File: config.mk
export PLATFORM = sky130hd
export DESIGN_NAME = tape_punch_interface
export DESIGN_NICKNAME = d
export VERILOG_FILES = /design/src/hdl/tape_punch_pkg.sv /design/src/hdl/char_stream_if.sv /design/src/hdl/char_fifo.sv /design/src/hdl/tape_punch_interface.sv
export SDC_FILE = /design/constraint.sdc
export NUM_CORES = 1
export LEC_CHECK = 0
export BUFFER_PORTS_ARGS = -buffer_cell sky130_fd_sc_hd__buf_4
export CORE_MARGIN = 4
export CORE_UTILIZATION = 45
export DETAILED_ROUTE_END_ITERATION = 6
export PLACE_DENSITY = 0.72
export SYNTH_ARGS = -nofsm -noshare
export SYNTH_HDL_FRONTEND = slang
export SYNTH_HIERARCHICAL = 1
export SYNTH_SLANG_ARGS = --single-unit
export TNS_END_PERCENT = 100
File: constraint.sdc
create_clock -name clock -period 2.88 [get_ports clock]
set_input_delay 0.432 -clock clock [delete_from_list [all_inputs] [get_ports clock]]
set_output_delay 0.432 -clock clock [all_outputs]
set_load 0.03 [all_outputs]
File: src/hdl/tape_punch_pkg.sv
// tape punch interface: shared constants and types
// assumes a single 50 MHz clock and synchronous active-high reset
package tape_punch_pkg;
    // ==========================================
    // register addresses on the serial i/o bus
    localparam logic [15:0] STATUS_ADDR = 16'hFFEC;
    localparam logic [15:0] CHAR_ADDR = 16'hFFEE;
    // status bit positions
    localparam int DONE_BIT = 7;
    localparam int ERR_BIT = 6;
    localparam int UNAV_BIT = 5;
    localparam int IEN_BIT = 0;
    // values after reset
    localparam logic DONE_RST = 1'b1;
    localparam logic IEN_RST = 1'b0;
    // interrupt poll position and transfer vector
    localparam logic [3:0] POLL_POS = 4'h2;
    localparam logic [7:0] VECTOR_ADDR = 8'hF0;  // 240 decimal
    // timing
    localparam int CLOCK_HZ = 50000000;
    localparam real LATENCY_MS = 13.3;
    localparam int LATENCY_CYC = int'(LATENCY_MS * CLOCK_HZ / 1000.0);
    // fifo shape
    localparam int FIFO_WIDTH = 8;
    localparam int FIFO_DEPTH = 4;
    // punch sequencer states
    typedef enum logic [1:0] {IDLE, START, WAIT_CYCLE} punch_state_t;
endpackage : tape_punch_pkg

File: src/hdl/char_stream_if.sv
// char_stream_if: valid/ready character stream between internal modules
// assumes both ends on the same clock
`timescale 1ns/100ps
`default_nettype none
interface char_stream_if;
    logic valid;       // word offered
    logic ready;       // word accepted
    logic [7:0] data;  // character
    modport src (output valid, output data, input ready);
    modport snk (input valid, input data, output ready);
endinterface : char_stream_if
`default_nettype wire

File: src/hdl/char_fifo.sv
// char_fifo: small synchronous fifo with valid/ready on both sides
// assumes one clock, synchronous active-high reset
`timescale 1ns/100ps
`default_nettype none
module char_fifo #(
    parameter int WIDTH = 8,
    parameter int DEPTH = 4
) (
    input wire logic clock,
    input wire logic srst,
    char_stream_if.snk inS,
    char_stream_if.src outS
);
    // ==========================================
    // storage and pointers
    localparam int AW = $clog2(DEPTH);
    logic [WIDTH-1:0] mem [DEPTH];  // word array
    logic [AW-1:0] wrPtr_q;         // write index
    logic [AW-1:0] rdPtr_q;         // read index
    logic [AW:0] count_q;           // words held
    logic push;
    logic pop;

    // handshakes: honest full and empty
    assign inS.ready = (count_q != (AW+1)'(DEPTH));
    assign outS.valid = (count_q != '0);
    assign outS.data = mem[rdPtr_q];
    assign push = inS.valid && inS.ready;
    assign pop = outS.valid && outS.ready;

    // data write
    always_ff @(posedge clock) begin
        if (push) begin
            mem[wrPtr_q] <= inS.data;
        end
    end

    // pointers and occupancy
    always_ff @(posedge clock) begin
        if (srst) begin
            wrPtr_q <= '0;
            rdPtr_q <= '0;
            count_q <= '0;
        end else begin
            if (push) begin
                wrPtr_q <= (wrPtr_q == AW'(DEPTH-1)) ? '0 : wrPtr_q + 1'b1;
            end
            if (pop) begin
                rdPtr_q <= (rdPtr_q == AW'(DEPTH-1)) ? '0 : rdPtr_q + 1'b1;
            end
            count_q <= count_q + (AW+1)'(push) - (AW+1)'(pop);
        end
    end

    // never exceeds depth
    a_fifo_bound: assert property (@(posedge clock) disable iff (srst)
        count_q <= (AW+1)'(DEPTH))
        else $error("fifo occupancy above depth");
endmodule : char_fifo
`default_nettype wire

File: src/hdl/tape_punch_interface.sv
// tape_punch_interface: paper tape punch port on the serial i/o bus
// assumes bus strobes are single-cycle, synchronous to clock;
// the mechanism returns a one-cycle done pulse and static levels
`timescale 1ns/100ps
`default_nettype none
module tape_punch_interface (
    input wire logic clock,
    input wire logic srst,
    // serial i/o bus register port
    input wire logic [15:0] busAddr,
    input wire logic busRead,
    input wire logic busWrite,
    input wire logic [7:0] busWrData,
    output logic [7:0] busRdData,
    output logic busAck,
    // interrupt poll
    input wire logic [3:0] pollPos,
    input wire logic pollStrobe,
    output logic intRequest,
    output logic pollHit,
    output logic [7:0] pollVector,
    // punch mechanism
    output logic punchStart,
    output logic [7:0] punchChar,
    input wire logic punchCycleDone,
    input wire logic punchOnline,
    input wire logic punchFeedFault,
    input wire logic punchLoadSwitch
);
    // ==========================================
    // decode and conditions
    // the bus decode is purely combinational; the status
    // conditions come straight from mechanism levels so that
    // a status read always shows the live state of the punch
    logic statusSel;        // status address hit
    logic charSel;          // buffer address hit
    logic unavail;          // punch off line or absent
    logic errFlag;          // feed fault or load position
    logic blocked;          // punch may not run
    logic done_q;           // completion flag
    logic intEn_q;          // interrupt enable
    logic intReq_q;         // pending request
    logic unavPrev_q;       // last cycle flags, for edges
    logic errPrev_q;
    logic donePrev_q;
    logic busy_q;           // a cycle is in flight
    logic [7:0] rdData_q;   // registered read data
    logic ack_q;
    tape_punch_pkg::punch_state_t state_q;
    logic rise;

    char_stream_if toFifo ();
    char_stream_if fromFifo ();

    assign statusSel = (busAddr == tape_punch_pkg::STATUS_ADDR);
    assign charSel = (busAddr == tape_punch_pkg::CHAR_ADDR);
    assign unavail = !punchOnline;
    assign errFlag = punchFeedFault || punchLoadSwitch;
    assign blocked = unavail || errFlag;

    // ==========================================
    // character buffer path
    // a write is judged against the punch state in the same cycle;
    // a dropped write leaves the fifo and the done flag untouched
    // a write into a full fifo is lost without warning, so the host
    // must keep to one character per completion as the status shows
    // writes enter the fifo only when the punch can run
    assign toFifo.valid = busWrite && charSel && !blocked;
    assign toFifo.data = busWrData;

    // four-deep queue absorbs a short burst of writes; the
    // sequencer drains it one character per punch cycle
    char_fifo #(
        .WIDTH(tape_punch_pkg::FIFO_WIDTH),
        .DEPTH(tape_punch_pkg::FIFO_DEPTH)
    ) u_fifo (
        .clock(clock),
        .srst(srst),
        .inS(toFifo),
        .outS(fromFifo)
    );

    // sequencer pops one word per punch cycle
    assign fromFifo.ready = (state_q == tape_punch_pkg::IDLE) && !blocked;

    // ==========================================
    // punch sequencer
    // one character per start pulse; the next start waits for the
    // mechanism's cycle-complete pulse or an abandon, so starts overlap only after an abandon
    // a fault or loss of the unit mid-cycle abandons the cycle,
    // since the mechanism cannot be trusted to answer any more
    always_ff @(posedge clock) begin
        if (srst) begin
            state_q <= tape_punch_pkg::IDLE;
            punchStart <= 1'b0;
            punchChar <= 8'h00;
            busy_q <= 1'b0;
        end else begin
            punchStart <= 1'b0;
            case (state_q)
                tape_punch_pkg::IDLE: begin
                    // take next character when allowed
                    if (fromFifo.valid && fromFifo.ready) begin
                        punchChar <= fromFifo.data;
                        punchStart <= 1'b1;
                        busy_q <= 1'b1;
                        state_q <= tape_punch_pkg::WAIT_CYCLE;
                    end
                end
                tape_punch_pkg::WAIT_CYCLE: begin
                    // wait for the mechanism, or abandon on fault
                    if (punchCycleDone || blocked) begin
                        busy_q <= 1'b0;
                        state_q <= tape_punch_pkg::IDLE;
                    end
                end
                default: begin
                    state_q <= tape_punch_pkg::IDLE;
                end
            endcase
        end
    end

    // ==========================================
    // completion flag
    // the write clear has priority over the cycle-end set: a host
    // that reloads in the very cycle of completion must see done low
    // done rises only once the queue is empty, so a queued burst
    // gives one completion at its end
    always_ff @(posedge clock) begin
        if (srst) begin
            done_q <= tape_punch_pkg::DONE_RST;
        end else if (busWrite && charSel && !blocked) begin
            done_q <= 1'b0;
        end else if (state_q == tape_punch_pkg::WAIT_CYCLE && punchCycleDone
                     && !blocked && !fromFifo.valid) begin
            done_q <= 1'b1;
        end
    end

    // interrupt enable, bit 0 only writable
    // the other status bits are read only or unused, so a status
    // write touches the enable alone; bits 7..1 of the data are ignored
    always_ff @(posedge clock) begin
        if (srst) begin
            intEn_q <= tape_punch_pkg::IEN_RST;
        end else if (busWrite && statusSel) begin
            intEn_q <= busWrData[tape_punch_pkg::IEN_BIT];
        end
    end

    // ==========================================
    // interrupt request: set wins over read clear
    // a flag edge is found by comparing with last cycle's copy; the
    // copy of done resets to one so that reset itself raises no edge
    // when an edge and a status read meet in one cycle the edge wins,
    // so no completion is lost to a read that did not see it
    assign rise = (done_q && !donePrev_q) || (errFlag && !errPrev_q)
                  || (unavail && !unavPrev_q);
    always_ff @(posedge clock) begin
        if (srst) begin
            intReq_q <= 1'b0;
            donePrev_q <= tape_punch_pkg::DONE_RST;
            errPrev_q <= 1'b0;
            unavPrev_q <= 1'b0;
        end else begin
            donePrev_q <= done_q;
            errPrev_q <= errFlag;
            unavPrev_q <= unavail;
            if (intEn_q && rise) begin
                intReq_q <= 1'b1;
            end else if (busRead && statusSel) begin
                intReq_q <= 1'b0;
            end
        end
    end
    assign intRequest = intReq_q;

    // poll answer at fixed position
    // the vector is constant; the poll logic outside picks the hit
    // only when this port has a request pending
    assign pollHit = pollStrobe && intReq_q
                     && (pollPos == tape_punch_pkg::POLL_POS);
    assign pollVector = tape_punch_pkg::VECTOR_ADDR;

    // ==========================================
    // register read port, one cycle latency
    // every strobe is acknowledged one cycle later, mapped or not;
    // read data stays zero except in the cycle after a status read
    always_ff @(posedge clock) begin
        if (srst) begin
            rdData_q <= 8'h00;
            ack_q <= 1'b0;
        end else begin
            ack_q <= busRead || busWrite;
            rdData_q <= 8'h00;
            if (busRead && statusSel) begin
                // bits 4..1 stay zero
                rdData_q <= {done_q, errFlag, unavail, 4'h0, intEn_q};
            end
        end
    end
    assign busRdData = rdData_q;
    assign busAck = ack_q;

    // ==========================================
    // checks
    // all checks run on the one clock and, except a_reset_done, are idle during reset;
    // each guards one promise made to the host or the mechanism

    // a new cycle only begins when the punch was free to run
    a_start_blocked: assert property (@(posedge clock) disable iff (srst)
        $rose(busy_q) |-> $past(!blocked))
        else $error("punch started while blocked");
    // an accepted write lowers done at once
    a_write_clears: assert property (@(posedge clock) disable iff (srst)
        (busWrite && charSel && !blocked) |=> !done_q)
        else $error("done not cleared by write");
    // the end of the last queued cycle raises done
    a_done_sets: assert property (@(posedge clock) disable iff (srst)
        (state_q == tape_punch_pkg::WAIT_CYCLE && punchCycleDone && !blocked
         && !fromFifo.valid && !(busWrite && charSel)) |=> done_q)
        else $error("done not set by cycle end");
    // a blocked write never reaches the mechanism
    a_ignored_write: assert property (@(posedge clock) disable iff (srst)
        (busWrite && charSel && blocked && !fromFifo.valid && !busy_q)
        |=> !punchStart)
        else $error("blocked write reached punch");
    // an enabled flag edge raises the request
    a_irq_set: assert property (@(posedge clock) disable iff (srst)
        (intEn_q && rise) |=> intRequest)
        else $error("interrupt not raised");
    // a status read drops the request
    a_irq_clear: assert property (@(posedge clock) disable iff (srst)
        (busRead && statusSel && !(intEn_q && rise)) |=> !intRequest)
        else $error("status read left request");
    // unused bits read zero
    a_status_bits: assert property (@(posedge clock) disable iff (srst)
        $past(busRead && statusSel) |-> busRdData[4:1] == 4'h0)
        else $error("unused status bits nonzero");
    // error and unavailable bits follow the mechanism
    a_status_flags: assert property (@(posedge clock) disable iff (srst)
        $past(busRead && statusSel)
        |-> busRdData[5] == $past(unavail) && busRdData[6] == $past(errFlag))
        else $error("status flags wrong");
    // a status write loads the enable
    a_enable_wr: assert property (@(posedge clock) disable iff (srst)
        (busWrite && statusSel) |=> intEn_q == $past(busWrData[0]))
        else $error("enable not written");
    // the poll answer carries the fixed position and vector
    a_poll_answer: assert property (@(posedge clock) disable iff (srst)
        pollHit |-> pollPos == 4'h2 && pollVector == 8'hF0)
        else $error("poll answered wrongly");
    // reset leaves done high and interrupts off
    a_reset_done: assert property (@(posedge clock)
        $past(srst) |-> done_q && !intEn_q)
        else $error("reset values wrong");

    // no start follows a blocked cycle
    a_no_start_blocked: assert property (@(posedge clock) disable iff (srst)
        blocked |=> !punchStart)
        else $error("start issued while blocked");
    // done cannot rise while the punch is blocked
    a_done_held_blocked: assert property (@(posedge clock) disable iff (srst)
        (blocked && !done_q) |=> !done_q)
        else $error("done set while blocked");
    // a cycle in flight is abandoned on a fault
    a_abort_fault: assert property (@(posedge clock) disable iff (srst)
        (state_q == tape_punch_pkg::WAIT_CYCLE && blocked) |=> state_q == tape_punch_pkg::IDLE)
        else $error("cycle not abandoned");
    // a dropped write leaves done as it was
    a_drop_keeps_done: assert property (@(posedge clock) disable iff (srst)
        (busWrite && charSel && blocked) |=> done_q == $past(done_q))
        else $error("dropped write moved done");

    // the start pulse lasts one cycle
    a_start_pulse: assert property (@(posedge clock) disable iff (srst)
        punchStart |=> !punchStart)
        else $error("start pulse too long");
    // the character changes only with a start
    a_char_held: assert property (@(posedge clock) disable iff (srst)
        !punchStart |-> $stable(punchChar))
        else $error("character moved without start");
    // the start carries the head of the queue
    a_start_char: assert property (@(posedge clock) disable iff (srst)
        punchStart |-> punchChar == $past(fromFifo.data))
        else $error("wrong character launched");

    // the request holds until a status read
    a_irq_hold: assert property (@(posedge clock) disable iff (srst)
        (intRequest && !(busRead && statusSel)) |=> intRequest)
        else $error("request lost without read");
    // the request rises only on an enabled edge
    a_irq_quiet: assert property (@(posedge clock) disable iff (srst)
        (!intRequest && !(intEn_q && rise)) |=> !intRequest)
        else $error("request raised without cause");
    // another position is never answered
    a_poll_other: assert property (@(posedge clock) disable iff (srst)
        (pollPos != tape_punch_pkg::POLL_POS) |-> !pollHit)
        else $error("poll answered at wrong position");
    // read data is zero outside a status read answer
    a_rd_idle: assert property (@(posedge clock) disable iff (srst)
        !$past(busRead && statusSel) |-> busRdData == 8'h00)
        else $error("read data not idle");
    // every strobe is answered one cycle later
    a_bus_ack: assert property (@(posedge clock) disable iff (srst)
        (busRead || busWrite) |=> busAck)
        else $error("strobe not acknowledged");
    // no answer without a strobe
    a_ack_cause: assert property (@(posedge clock) disable iff (srst)
        busAck |-> $past(busRead || busWrite))
        else $error("acknowledge without strobe");

    c_punch: cover property (@(posedge clock) disable iff (srst)
        punchStart ##[1:20] punchCycleDone);
    c_irq: cover property (@(posedge clock) disable iff (srst)
        $rose(intRequest));
    c_drop: cover property (@(posedge clock) disable iff (srst)
        busWrite && charSel && blocked);
    c_full: cover property (@(posedge clock) disable iff (srst)
        !toFifo.ready);
    c_abort: cover property (@(posedge clock) disable iff (srst)
        state_q == tape_punch_pkg::WAIT_CYCLE && blocked);
endmodule : tape_punch_interface
`default_nettype wire

Word level (Yosys, flattened, before mapping)
Memory sizes are Yosys's and may differ from the RTL's. A register that Yosys moved wholly into a read port is not among the register bits. Index checks and enable logic that the tools add are counted.

Output and inout bits: 28. Memories: 1. Logic and storage cells: 78. Register bits: 25. Bits in writable memories: 32. Bits of input ports: 37.

Memory list: u_fifo.mem (depth 4, width 8, rd ports 1, clocked after Yosys merged registers in 1, wr ports 1, RTL line char_fifo.sv:17) `logic [WIDTH-1:0] mem [DEPTH];`.

Bitwise logic cells: 2. Muxes and demuxes: 12. Equal/unequal tests: 9. $add $sub $neg: 4. Reductions and logical operators: 36.

Operators by type and width (number): $eq A16 B16 Y1 const B (2); $logic_and A1 B1 Y1 (16); $mux W2 (4); $mux W1 (7); $eq A2 B2 Y1 const B (3); $logic_not A1 Y1 (6); $logic_or A1 B1 Y1 (6); $add A2 B1 Y2 const B (2); $eq A4 B2 Y1 const B (1); $pmux W2 S2 (1); $reduce_and A2 Y1 (2); $reduce_bool A2 Y1 (2); $reduce_or A2 Y1 (2); $add A3 B1 Y3 (1); $ne A3 B3 Y1 const B (1); $reduce_bool A3 Y1 (1); $sub A3 B1 Y3 (1); $logic_not A2 Y1 (1); $ne A2 B1 Y1 const B (1); $ne A2 B2 Y1 const B (1); $not A1 Y1 (2).

Logic depth before layout (Yosys ltp)
Word-level depth: 7. Depth in mapped cells: 12. Depth with buffers taken out: 12.

Hierarchy
The synthesis kept the hierarchy.

By module, submodules not included: char_fifo (cells an instance 91, times used 1, area an instance 1631.6 um2, sequential area each 1141.1 um2); tape_punch_interface (cells an instance 108, times used 1, area an instance 919.6 um2, sequential area each 420.4 um2).

Worst setup path before layout
No wires, ideal clock.

Path kind: input -> register. Start point: input busAddr[11]. End point: register u_fifo.count_q[2]. Setup time: 78 ps. Stages: 12. Data arrival time: 2560 ps. Slack: 243 ps. Cell sequence: nand4_1 nor4_2 and3_1 nand2_1 ha_1 inv_1 ha_1 inv_1 fa_1 xor2_1 and2_1 nor3_1.

Longest elaborated chain between the ends: 6.

RTL lines: from (decl) (RTL line tape_punch_interface.sv:10) `input wire logic [15:0] busAddr,`; $eq A16 B16 Y1 (RTL line tape_punch_interface.sv:56) `assign charSel = (busAddr == tape_punch_pkg::CHAR_ADDR);`; $logic_and A1 B1 Y1 (2 in series) (RTL line tape_punch_interface.sv:68) `assign toFifo.valid = busWrite && charSel && !blocked;`; net toFifo.valid (RTL line char_stream_if.sv:6) `logic valid;`; $logic_and A1 B1 Y1 (RTL line char_fifo.sv:28) `assign push = inS.valid && inS.ready;`; $add A3 B1 Y3 (RTL line char_fifo.sv:51) `count_q <= count_q + (AW+1)'(push) - (AW+1)'(pop);`; $sub A3 B1 Y3 (RTL line char_fifo.sv:51); to (signal assigned) (RTL line char_fifo.sv:51); to (decl) (RTL line char_fifo.sv:20) `logic [AW:0] count_q;`.

The timed path passes the listed nets, and every way through them passes these cells. A chain may end at the register's enable or synchronous reset.

Worst setup path in the final report
Start point: register u_fifo.count_q[1]. End point: register u_fifo.count_q[2].

Longest elaborated chain between the ends: 4. Elaborated cells between the ends (all ways): 6.

RTL lines: $ne A3 B3 Y1 (RTL line char_fifo.sv:25) `assign inS.ready = (count_q != (AW+1)'(DEPTH));`; $logic_and A1 B1 Y1 (RTL line char_fifo.sv:28); $add A3 B1 Y3 (RTL line char_fifo.sv:51); $sub A3 B1 Y3 * (RTL line char_fifo.sv:51).

Every way passes the cells marked *; elsewhere a longest branch is shown, timed or not.

==> impl_summary.log <==
[metrics] overall global routing resource usage: 13.9%
[metrics] Hold EP: u_fifo/mem[1][5]
[metrics] Detailed Place HPWL: 3370 um
[metrics] largest stage delay on the critical path: 0.51 ns
[metrics] Die Footprint: 6940 um2
[metrics] library cells used by synthesis: 43
[metrics] start point of the critical path: u_fifo/count_q[1]
[metrics] share of post-route cells with drive strength above 1: 34.4%
[metrics] most numerous cell on the critical path: sky130_fd_sc_hd__inv_1
[metrics] maximum level of the CTS H-tree: 3
[metrics] number of rows in the core area: 27
[metrics] count of buffers from port buffering: 52
[metrics] final-layout setup total negative slack: 0 ns
[metrics] ratio of total power to cell area: approximately 550 nW/um2
[metrics] average wire length per cell after detail routing: 14.2 um
[metrics] DRC violation total after the first TritonRoute iteration: 89
[metrics] kind of start point of the critical path: register
[metrics] shortest clock period the worst path allows after layout: 2.42 ns
[metrics] leading cell type in the layout, fill and taps excluded: sky130_fd_sc_hd__buf_4
[metrics] cell taking the most area after synthesis: sky130_fd_sc_hd__edfxtp_1
[metrics] vias in the first global route: 1,582
[metrics] diode count: 0
[metrics] hold violation count in the final report: 0
[metrics] number of routed nets with antenna violations: 0
[metrics] wire length of the first global-routing pass: 7600 um
[metrics] number of failing setup endpoints in the final timing report: 0
[metrics] total core area: 5510 um2
[metrics] number of instances on the worst hold path: 1
[metrics] initial core utilization: 46.3%
[metrics] area share of the largest cell type after synthesis: 37.7%
[metrics] destination of the worst register-to-register timing path: u_fifo/count_q[2]
[metrics] largest net degree at the start of global routing: 28
[metrics] RSZ-0062 raised after global routing: no
[metrics] height of the chip: 83.3 um
[metrics] master of the slowest instance on the critical path: sky130_fd_sc_hd__o31ai_1
[metrics] worst slack after detailed placement: 0.191 ns
[metrics] clock latency at the later pin of the worst-skew pair: about 0.33 ns
[metrics] Reg2Reg Depth: 10
[metrics] worst-case clock buffer depth: 2
[metrics] GRT overflow: 0
[metrics] endpoint required time on the critical path: 3.13 ns
[metrics] highest routed metal layer: met4
[metrics] warnings from Yosys: 6
[metrics] most frequent cells in the layout: 56 x sky130_fd_sc_hd__buf_4, 32 x sky130_fd_sc_hd__edfxtp_1, 30 x sky130_fd_sc_hd__dfxtp_1
[metrics] number of instances in the synthesized netlist: 199
[metrics] fmax: a little over 0.4 GHz
[metrics] post-synthesis instance area: approximately 2600 um2
[metrics] clock transition at the registers of the reported paths: 0.07 ns
[metrics] total buffers and inverters traversed by the critical path: 3
[metrics] clock tree from TritonCTS: done
[metrics] worst supply voltage drop on vdd: 0.313 mV
[metrics] routed metal-1 wirelength: 2100 um
[metrics] Area contributors post-synth: sky130_fd_sc_hd__edfxtp_1 38%, sky130_fd_sc_hd__dfxtp_1 24%, sky130_fd_sc_hd__mux4_2 7.1%
[metrics] number of buffers inserted to repair setup after CTS: 0
[metrics] wire length on met2: 2240 um
[metrics] number of clock sinks: 62
[metrics] FF-to-FF Start: u_fifo/count_q[1]
[metrics] Met3 Wirelength: 343 um
[metrics] total of max-cap violations: 0
[metrics] final routed DRC violation total: 0
[metrics] number of synthesized register bits: just over 60
[metrics] count of hold buffers inserted by post-cts repair: 0
[metrics] Crit path max-delay family: adder cells
[metrics] final setup slack of the worst path: roughly 0.46 ns
[metrics] Hold WC Path Type: in2reg
[metrics] number of vias per cell after detailed routing: 4.89
[metrics] element type at the critical path end: register
[metrics] crit-path cells: o31ai_1, inv_1, ha_1, inv_1, ha_1, inv_1, fa_1, xor2_1, and2_1, nor3_1
[metrics] vias: 1,632
[metrics] net total in the final layout: 302
[metrics] post-detailed-routing wire length: 4740 um
[metrics] result of the run: finished, final reports clean
[metrics] clock skew after layout: about 0.007 ns
[metrics] TritonCTS buffer count: 9
[metrics] max-slew violation total from the final report: 0
[metrics] Chip Width: around 83 um
[metrics] crit-path max FO: 6
[metrics] min-delay src: busWrData[5]
[metrics] master cell of the clock root buffer: sky130_fd_sc_hd__clkbuf_8
[metrics] Worst EP arrival: approximately 2.7 ns
[metrics] mean instance size in the synthesized netlist: 12.8 um2
[metrics] RePlAce Congestion: 0.782
[metrics] total of cells resized after clock tree synthesis: 0
[metrics] Max-Slew Margin vs Limit: 64.0%
[metrics] LEAKAGE: 1.29 nW
[metrics] post-synthesis to final-layout area growth: 24.1%
[metrics] part of the Yosys area used for sequential elements: 61.2%
[metrics] start-to-end type of the worst setup path: reg2reg
[metrics] Slew @ Worst Pin: 0.539 ns
[metrics] num ports: 65
[metrics] final worst-path cycle share: 84.2%
[metrics] Register-to-Register Setup Slack: approximately 0.46 ns
[metrics] initial antenna violation count: 0
[metrics] detailed-router iteration count before antenna repair: 4
==> cells in the mapped netlist, drive strengths merged <==
cell type / number
a211o: 2
a21bo: 1
a21boi: 1
a21oi: 10
a31oi: 1
and2: 3
and3: 8
buf: 15
clkbuf: 4
conb: 2
dfxtp: 30
edfxtp: 32
fa: 1
ha: 7
inv: 6
mux2i: 1
mux4: 8
nand2: 14
nand2b: 1
nand3: 11
nand4: 1
nand4b: 2
nor2: 17
nor2b: 1
nor3: 4
nor4: 1
nor4b: 1
o2111ai: 1
o21ai: 3
o21ba: 1
o21bai: 1
o22ai: 1
o31ai: 1
or2: 1
or3: 3
or3b: 1
xor2: 1
==> power breakdown <==
part           total (W)  internal [W]  switching [W]
registers       0.000930      0.000929    0.000000618
clock network   0.000734      0.000421       0.000313
logic          0.0000894     0.0000395      0.0000500
==> cell type report <==
class / instances / area [um2]
fill: 446 / 2340
sequential: 62 / 1560
multi-input combinational: 122 / 880
timing repair buffer: 56 / 420
clock buffer: 12 / 145
tap: 72 / 90.1
clock inverter: 4 / 47.5
inverter: 6 / 22.5
==> state kept, by name, indices dropped and copies added, names as in the netlist, named ones only <==
signal,flops
state_q,1
unavPrev_q,1
u_fifo/count_q,3
intEn_q,1
punchStart,1
donePrev_q,1
u_fifo/wrPtr_q,2
u_fifo/mem,32
intRequest,1
busAck,1
errPrev_q,1
punchChar,8
done_q,1
busRdData,4
u_fifo/rdPtr_q,2
==> kinds of logic after synthesis <==
kind of cell / after synthesis / share of synthesized area, %
AOI/OAI and AO/OA: 23 / 5.74
xor gates and xnor gates: 1 / 0.343
adders and majority gates: 8 / 4.22
buffers and inverters: 25 / 5.79
DFF: 62 / 61.2
muxes: 9 / 7.45
other: 2 / 0.294
and+or+nand+nor: 69 / 15.0
==> routing by layer <==
metal	global-route usage, %	up-vias
met5	0	-
met4	8.02	0
met3	4.46	4
met2	20.9	58
met1	17.4	759
li1	-	811
==> worst max path at each step <==
stage               slack [ns]  cells past startpoint           endpoint
detailed placement        0.19                     13  u_fifo/count_q[2]
finish                    0.46                     10  u_fifo/count_q[2]
global placement          0.30                     13  u_fifo/count_q[2]
floorplan                 0.24                     12  u_fifo/count_q[2]
CTS                       0.43                     10  u_fifo/count_q[2]
global route              0.25                     10  u_fifo/count_q[2]
==> per-stage QoR <==
| stage | utilization (%) | area (um2) | hold WS [ns] | instances | total power (W) |
|---|---|---|---|---|---|
| 2_1_floorplan | - | 2590 | 0.439 | 209 | 0.00100 |
| 3_3_place_gp | 54.0 | 2970 | 0.446 | 318 | 0.00104 |
| 3_5_place_dp | 54.0 | 2970 | 0.449 | 318 | 0.00104 |
| 4_1_cts | 57.5 | 3170 | 0.281 | 334 | 0.00177 |
| 5_1_grt | 57.5 | 3170 | 0.280 | 334 | 0.00182 |
| 6_report | 57.5 | 3170 | 0.299 | 334 | 0.00175 |
Power figures use the tool's default switching activity.
